## src/rtl/lcdpm_params.svh

```systemverilog
`ifndef LCDPM_PARAMS_SVH
`define LCDPM_PARAMS_SVH
// register indices on the plain register port
`define LCDPM_SEG_EN_BASE 7'h00
`define LCDPM_SEG_EN_CNT 6
`define LCDPM_PIX_BASE 7'h10
`define LCDPM_PIX_CNT 48
// field layout
`define LCDPM_SEG_PER_REG 8
`define LCDPM_SEG_CNT 46
`define LCDPM_SEG5_MASK 8'h3F
// reset values
`define LCDPM_SEG_EN_RST 8'h00
`define LCDPM_PIX_RST 8'h00
`define LCDPM_RD_RST 8'h00
`endif

```

## src/rtl/lcdpm_pkg.sv

```systemverilog
`default_nettype none
package lcdpm_pkg;
    typedef logic [6:0] lcdpm_addr_t;
    typedef logic [7:0] lcdpm_byte_t;
    typedef logic [5:0] lcdpm_pix_idx_t;
endpackage : lcdpm_pkg
`default_nettype wire

```

## src/rtl/lcdpm_top.sv

```systemverilog
// The implementer's own choices: the address-and-strobe port and the register offsets.
`include "lcdpm_params.svh"
`default_nettype none
module lcdpm_top (
    // clock, reset, enable
    input wire logic clk,
    input wire logic arst_n,
    input wire logic ce,
    // register port
    input wire lcdpm_pkg::lcdpm_addr_t reg_addr,
    input wire lcdpm_pkg::lcdpm_byte_t reg_wdata,
    input wire logic reg_wr,
    input wire logic reg_rd,
    output logic [7:0] reg_rdata,
    // pin function steering
    output logic [45:0] segment_line_lcd_sel,
    output logic [45:0] segment_line_com0_pixel
);
    import lcdpm_pkg::*;

    // register map, as seen on the plain register port:
    // segment enables sit in one window from the segment base,
    // pixel bytes in a second window from the pixel base;
    // every other index is unmapped: writes vanish, reads give zero

    // reset synchroniser: asserts at once, releases on the second edge
    logic rst_sync1_ff;
    logic rst_n_ff;

    // segment enable storage, flattened for the pin side
    lcdpm_byte_t seg_en_ff [`LCDPM_SEG_EN_CNT];
    logic [47:0] seg_en_flat;

    // register port decode, segment window
    logic [6:0] seg_off;
    logic seg_win;
    logic [2:0] seg_sel;
    logic [`LCDPM_SEG_EN_CNT-1:0] seg_hit_wr;
    logic seg_hit_rd;

    // register port decode, pixel window
    logic [6:0] pix_off;
    logic pix_win;
    lcdpm_pix_idx_t pix_idx;
    lcdpm_pix_idx_t pix_rd_idx;
    logic pix_hit_wr;
    logic pix_hit_rd;

    // pixel storage and read-back path
    logic [15:0] com0_bits;
    logic [7:0] pix_rd_data;
    logic [7:0] nxt_ctl_rdata;
    logic [7:0] ctl_rdata_ff;
    logic rd_is_pix_ff;

    // reset release through two flops; async assert keeps pins safe at once
    // the clock enable is left out here on purpose: a frozen block must
    // still leave reset cleanly, so the enable only gates the registers
    // the first flop is read by the second one and by nothing else
    always_ff @(posedge clk or negedge arst_n) begin
        if (!arst_n) begin
            rst_sync1_ff <= 1'b0;
            rst_n_ff <= 1'b0;
        end else begin
            rst_sync1_ff <= 1'b1;
            rst_n_ff <= rst_sync1_ff;
        end
    end

    // segment window: the offset from the base picks the register
    // a wrapped subtraction keeps indices below the base out of the window
    assign seg_off = reg_addr - `LCDPM_SEG_EN_BASE;
    assign seg_win = seg_off < 7'(`LCDPM_SEG_EN_CNT);
    assign seg_sel = seg_off[2:0];
    assign seg_hit_rd = reg_rd && seg_win;

    // pixel window: forty-eight bytes from the pixel base
    // the lower bound guards the wrap, since this base is not at zero
    assign pix_off = reg_addr - `LCDPM_PIX_BASE;
    assign pix_win = (reg_addr >= `LCDPM_PIX_BASE)
                     && (pix_off < 7'(`LCDPM_PIX_CNT));
    assign pix_idx = pix_off[5:0];
    assign pix_hit_wr = reg_wr && pix_win;
    assign pix_hit_rd = reg_rd && pix_win;

    // read index parked at zero outside the window
    // the memory has no bytes past forty-seven, so an idle or unmapped
    // index must never reach its read port
    assign pix_rd_idx = pix_win ? pix_idx : 6'h00;

    // segment enable registers, one generate entry per register
    // the sixth one has only six segments behind it, so its top bits
    // are masked on write and can never read back as one
    for (genvar g = 0; g < `LCDPM_SEG_EN_CNT; g++) begin : g_seg_en
        localparam logic [7:0] WMASK = (g == `LCDPM_SEG_EN_CNT - 1) ?
                                       `LCDPM_SEG5_MASK : 8'hFF;

        // one strobe per register, straight from the window decode
        assign seg_hit_wr[g] = reg_wr && seg_win && (seg_sel == 3'(g));

        // held while the enable is low; a write then is simply lost
        always_ff @(posedge clk or negedge rst_n_ff) begin
            if (!rst_n_ff) begin
                seg_en_ff[g] <= `LCDPM_SEG_EN_RST;
            end else if (ce && seg_hit_wr[g]) begin
                seg_en_ff[g] <= reg_wdata & WMASK;
            end
        end

        // eight ascending segments per register
        assign seg_en_flat[g*8 +: 8] = seg_en_ff[g];
    end

    // pin owner per segment line; a set enable hands the pin to the lcd
    // no other source is or-ed in, so nothing outside can take the pin back
    // limitation: the two top bits of the flat view have no pin at all
    for (genvar s = 0; s < `LCDPM_SEG_CNT; s++) begin : g_seg_line
        assign segment_line_lcd_sel[s] = seg_en_flat[s];
    end

    // common-0 pixel values exist for segments 0..15 only
    // the other segment lines are tied to zero here and never show a common-0 pixel
    for (genvar p = 0; p < `LCDPM_SEG_CNT; p++) begin : g_com0_line
        if (p < 2 * `LCDPM_SEG_PER_REG) begin : g_mapped
            assign segment_line_com0_pixel[p] = com0_bits[p];
        end else begin : g_unmapped
            assign segment_line_com0_pixel[p] = 1'b0;
        end
    end

    // pixel bytes live in their own memory with a registered read port
    // write and read decode the same window; with both strobes at once the read gets the old byte
    lcdpm_pix_mem u_pix_mem (
        .clk(clk),
        .rst_n(rst_n_ff),
        .ce(ce),
        .wr_en(pix_hit_wr),
        .wr_idx(pix_idx),
        .wr_data(reg_wdata),
        .rd_idx(pix_rd_idx),
        .rd_data_ff(pix_rd_data),
        .com0_bits(com0_bits)
    );

    // read select for the enable registers
    // a case keeps the index in range instead of reading past the array end
    always_comb begin
        nxt_ctl_rdata = `LCDPM_RD_RST;
        if (seg_hit_rd) begin
            case (seg_sel)
                3'h0: begin
                    nxt_ctl_rdata = seg_en_ff[0];
                end
                3'h1: begin
                    nxt_ctl_rdata = seg_en_ff[1];
                end
                3'h2: begin
                    nxt_ctl_rdata = seg_en_ff[2];
                end
                3'h3: begin
                    nxt_ctl_rdata = seg_en_ff[3];
                end
                3'h4: begin
                    nxt_ctl_rdata = seg_en_ff[4];
                end
                3'h5: begin
                    nxt_ctl_rdata = seg_en_ff[5];
                end
                default: begin
                    nxt_ctl_rdata = `LCDPM_RD_RST;
                end
            endcase
        end
    end

    // remembers which source answers the read in the next cycle
    // held while the enable is low so a frozen read keeps its answer
    always_ff @(posedge clk or negedge rst_n_ff) begin
        if (!rst_n_ff) begin
            rd_is_pix_ff <= 1'b0;
        end else if (ce) begin
            rd_is_pix_ff <= pix_hit_rd;
        end
    end

    // control-side read data; unmapped indices answer zero
    // registered so the read answer comes from a flop like the pixel side
    always_ff @(posedge clk or negedge rst_n_ff) begin
        if (!rst_n_ff) begin
            ctl_rdata_ff <= `LCDPM_RD_RST;
        end else if (ce) begin
            ctl_rdata_ff <= nxt_ctl_rdata;
        end
    end

    // both sources are flop outputs; this only selects between them
    // trade-off: one mux level after the flops instead of a third flop,
    // which would push the read answer a cycle later than promised
    assign reg_rdata = rd_is_pix_ff ? pix_rd_data : ctl_rdata_ff;
endmodule : lcdpm_top
`default_nettype wire

```

## src/rtl/lcdpm_pix_mem.sv

```systemverilog
`include "lcdpm_params.svh"
`default_nettype none
// pixel data storage, registered read port
module lcdpm_pix_mem (
    // clock and reset
    input wire logic clk,
    input wire logic rst_n,
    input wire logic ce,
    // write side
    input wire logic wr_en,
    input wire lcdpm_pkg::lcdpm_pix_idx_t wr_idx,
    input wire lcdpm_pkg::lcdpm_byte_t wr_data,
    // read side
    input wire lcdpm_pkg::lcdpm_pix_idx_t rd_idx,
    output logic [7:0] rd_data_ff,
    // live view of the two common-0 bytes for the segment drivers
    output logic [15:0] com0_bits
);
    import lcdpm_pkg::*;

    lcdpm_byte_t mem_ff [`LCDPM_PIX_CNT];

    // storage: one byte per index, each bit its own seg/com pairing
    always_ff @(posedge clk or negedge rst_n) begin
        if (!rst_n) begin
            for (int i = 0; i < `LCDPM_PIX_CNT; i++) begin
                mem_ff[i] <= `LCDPM_PIX_RST;
            end
        end else if (ce && wr_en) begin
            mem_ff[wr_idx] <= wr_data;
        end
    end

    // read data leave from a flip-flop
    always_ff @(posedge clk or negedge rst_n) begin
        if (!rst_n) begin
            rd_data_ff <= `LCDPM_RD_RST;
        end else if (ce) begin
            rd_data_ff <= mem_ff[rd_idx];
        end
    end

    assign com0_bits = {mem_ff[1], mem_ff[0]};
endmodule : lcdpm_pix_mem
`default_nettype wire

```

## config.mk

```make
export PLATFORM = sky130hd
export DESIGN_NAME = lcdpm_top
export DESIGN_NICKNAME = d
export VERILOG_FILES = /design/src/rtl/lcdpm_pkg.sv /design/src/rtl/lcdpm_top.sv /design/src/rtl/lcdpm_pix_mem.sv
export VERILOG_INCLUDE_DIRS = /design/src /design/src/rtl
export SDC_FILE = /design/constraint.sdc
export NUM_CORES = 1
export LEC_CHECK = 0
export ABC_AREA = 1
export ABC_CLOCK_PERIOD_IN_PS = 14230
export BUFFER_PORTS_ARGS = -buffer_cell sky130_fd_sc_hd__buf_2
export CORE_MARGIN = 1
export CORE_UTILIZATION = 50
export DETAILED_ROUTE_END_ITERATION = 8
export MAX_ROUTING_LAYER = met4
export PLACE_DENSITY = 0.71
export SLEW_MARGIN = 0
export SYNTH_ARGS = -nofsm -noshare
export SYNTH_HDL_FRONTEND = slang
export SYNTH_HIERARCHICAL = 1
export SYNTH_SLANG_ARGS = --single-unit
export TNS_END_PERCENT = 50
```

## constraint.sdc

```tcl
create_clock -name clk -period 14.23 [get_ports clk]
set_clock_uncertainty 0.05 [all_clocks]
set_input_delay 1.423 -clock clk [delete_from_list [all_inputs] [get_ports clk]]
set_output_delay 1.423 -clock clk [all_outputs]
set_load 0.01 [all_outputs]
```

==> flow_summary.ini <==
[global_route]
antenna_found_initial = 0
grt_pass1_wl_microns = 103000
grt_pass1_vias = 18061
grt_max_degree = 99
grt_overflow = 0
grtUsageTotal = 0.305

[synthesis]
synth.distinct_cells = 26
synth_common_cells = 1063 x nand2_1, 449 x dfrtp_1, 378 x o21ai_0
synth_area_per_cell_sq_um = 7.82
yosysTopAreaCell = dfrtp_1
async_flop_share = 1.00
netlist.area_leader.share = 0.519
netlist_area_sq_mm = 0.0217
ys_top_cells_by_area = dfrtp_1 52%, nand2_1 18%, o21ai_0 8.7%
synth_flop_cell = dfrtp_1
yosysMostFrequentCell = nand2_1
synthCells = 2771
yosys_warnings = 6
yosysSeqAreaShare = 0.519
synth_edf_count = 0
synth_seq_cells = 449

[drt]
drt.antenna.violating_nets = 0
dr.first_iter.drc_count = 2416
drc_errors = 0
wl_per_cell_microns = 19.3
first_pass_iters = 6
via_count = 19102
routed_wl_microns = 64500
vias_per_cell = 5.71

[floorplan]
fp.dieW_microns = 210
chipHeight_microns = 210
rows = 75
start_util = 0.512
dieArea_sq_mm = 0.0442
core_region_area_sq_mm = 0.0423
io_pins = 120

[sta]
max-slew-margin-rel = 0.187
hold_violations = 0
setup_viol_count_final = 0
slew_violations = 0
worst_pin_slew_ns = 1.22
max_freq_ghz = 0.174
fin_crit_sh = 0.403
fin_ws_ns = 8.50
setup_tns_ns = 0
finalCriticalPeriod_ns = 5.73
rsz0062_at_grt = no

[clock_network]
numCtsBuffers = 49
h-tree-depth = 2
cts.sinks = 449
cts_resized = 0
max-clock-path-buffers = 3
cts-root-buf = clkbuf_16
cts_tree = done
clk_pin_slew_ns = 0.06
clock_latency_ns = 0.59
cts_setup_buffers = 0
hold_buffers = 0

[hold_path]
min_path_cells = 0
worstHoldPathType = flop to flop

[placed_design]
place_inst = 3258
postPlaceCellArea_sq_mm = 0.0219
place_hpwl_microns = 38900
gp_congestion = 0.950
port_buffers = 89
dp_slack_ns = 8.10

[critical_path]
arrival_ns = 6.20
cp_cell_sequence = buf_2 -> nor3_4 -> nand3_1 -> nand2_1 -> nand2_1 -> nor2_4 -> buf_4 -> buf_4 -> nand2_1 -> nand3_1 -> nand3_1 -> nand2_1 -> nand2_1 -> nand3_1 -> nand3_1 -> a21oi_1
cp_slowest_stage_delay_ns = 0.85
cp-end-kind = flop
cp.buffers_inverters = 3
worstPathRequired_ns = 14.70
critPathTopFamily = simple AND/OR/NAND/NOR gates
r2r_cells = 3
cp_max_fo = 87
cp.depth = 16
start_kind = input port
critPathKind = input port to flop
slowest_stage = buf_4

[pwr]
p_sw_uw = 798
p_clk_frac = 0.457
cellPowerDensity_mw_per_mm2 = 130
pwr-share-comb = 0.097
vdd_drop_max_uv = 106
p_leak_uw = 0.0113
internal-power_uw = 2290
p_seq_frac = 0.446
switching_share = 0.258

[flow_run]
max-cap-violations = 0

[outcome]
outcome = completed

[finish]
drive_gt1_frac = 0.0863
layout.nets = 2754
stdcell_count = 3348
antenna_cells = 0
area_delta_synth_final_pct = 9.57
final_area_sq_mm = 0.0237
## registers in the layout, summed over array words and instances (netlist names)
name                  cells
rst_n_ff                  1
ctl_rdata_ff              8
segment_line_lcd_sel     46
u_pix_mem/com0_bits      16
rst_sync1_ff              1
u_pix_mem/rd_data_ff      8
u_pix_mem/mem_ff        368
rd_is_pix_ff              1
## power by group through the flow
stage / clock network (uW) / registers (uW) / logic (uW)
2_1_floorplan: 0 / 1400 / 194
3_3_place_gp: 0 / 1400 / 288
3_5_place_dp: 0 / 1400 / 293
4_1_cts: 1430 / 1380 / 294
5_1_grt: 1480 / 1380 / 331
6_report: 1410 / 1380 / 298
## layer usage
layer / part of all wire / GRT usage / up-vias
met3: 0.084 / 0.0493 / 178
met2: 0.46 / 0.449 / 892
met1: 0.42 / 0.422 / 9206
li1: - / - / 8826
met5: 0 / - / -
met4: 0.037 / 0.122 / 0
## final timing paths
check / startpoint / end / slack (ns)
min in group asynchronous: rst_n_ff / u_pix_mem/mem_ff[148] / 0.42
max reg2reg: rst_n_ff / u_pix_mem/mem_ff[292] / 10.38
max: reg_addr[2] / u_pix_mem/rd_data_ff[0] / 8.50
max in group asynchronous: rst_n_ff / u_pix_mem/mem_ff[292] / 10.38
min reg2reg: rst_sync1_ff / rst_n_ff / 0.30
min: rst_sync1_ff / rst_n_ff / 0.30
## logic make-up (layout without fill, tap and decap cells)
kind of cell	after synthesis	after routing	synth area share
adder cells (fa/ha/maj)	2	2	0.00116
other	2	31	0.000347
AO/OA/AOI/OAI	410	410	0.0947
multiplexers	8	8	0.00416
XOR/XNOR	1	1	0.000404
buffers and inverters	377	348	0.0819
AND/OR/NAND/NOR	1522	1522	0.299
flip-flops	449	449	0.519
## through the flow
stage / util / power (uW) / hold slack [ns]
3_5_place_dp: 0.518 / 1690 / 0.287
2_1_floorplan: - / 1590 / 0.281
5_1_grt: 0.561 / 3200 / 0.329
4_1_cts: 0.561 / 3100 / 0.310
3_3_place_gp: 0.518 / 1690 / 0.288
6_report: 0.561 / 3090 / 0.302
## cell type report
cell class	instances	area (sq um)
Clock buffer	69	1460
Clock inverter	21	347
Fill cell	3854	18600
Inverter	143	539
Multi-Input combinational cell	1974	8780
Sequential cell	449	11200
Tap cell	577	722
Timing Repair Buffer	115	641
## cells in the final DEF, fill, tap and decap left out, types with 15 or more instances in the layout
cell       count
o21ai_0      378
o21ai_1       15
clkbuf_16     51
inv_1        126
nor2_1        30
buf_4         26
a21oi_1       17
nand4_1       59
nand3_1      348
conb_1        31
nand2_1     1063
buf_2         89
dfrtp_1      448
## worst reg2reg max path, cell delays in order, from the launching register on
cell and delay [ns]:
dfrtp_4 1.02, buf_4 0.97, buf_4 0.89, buf_4 0.85
Power figures use the tool's default switching activity.
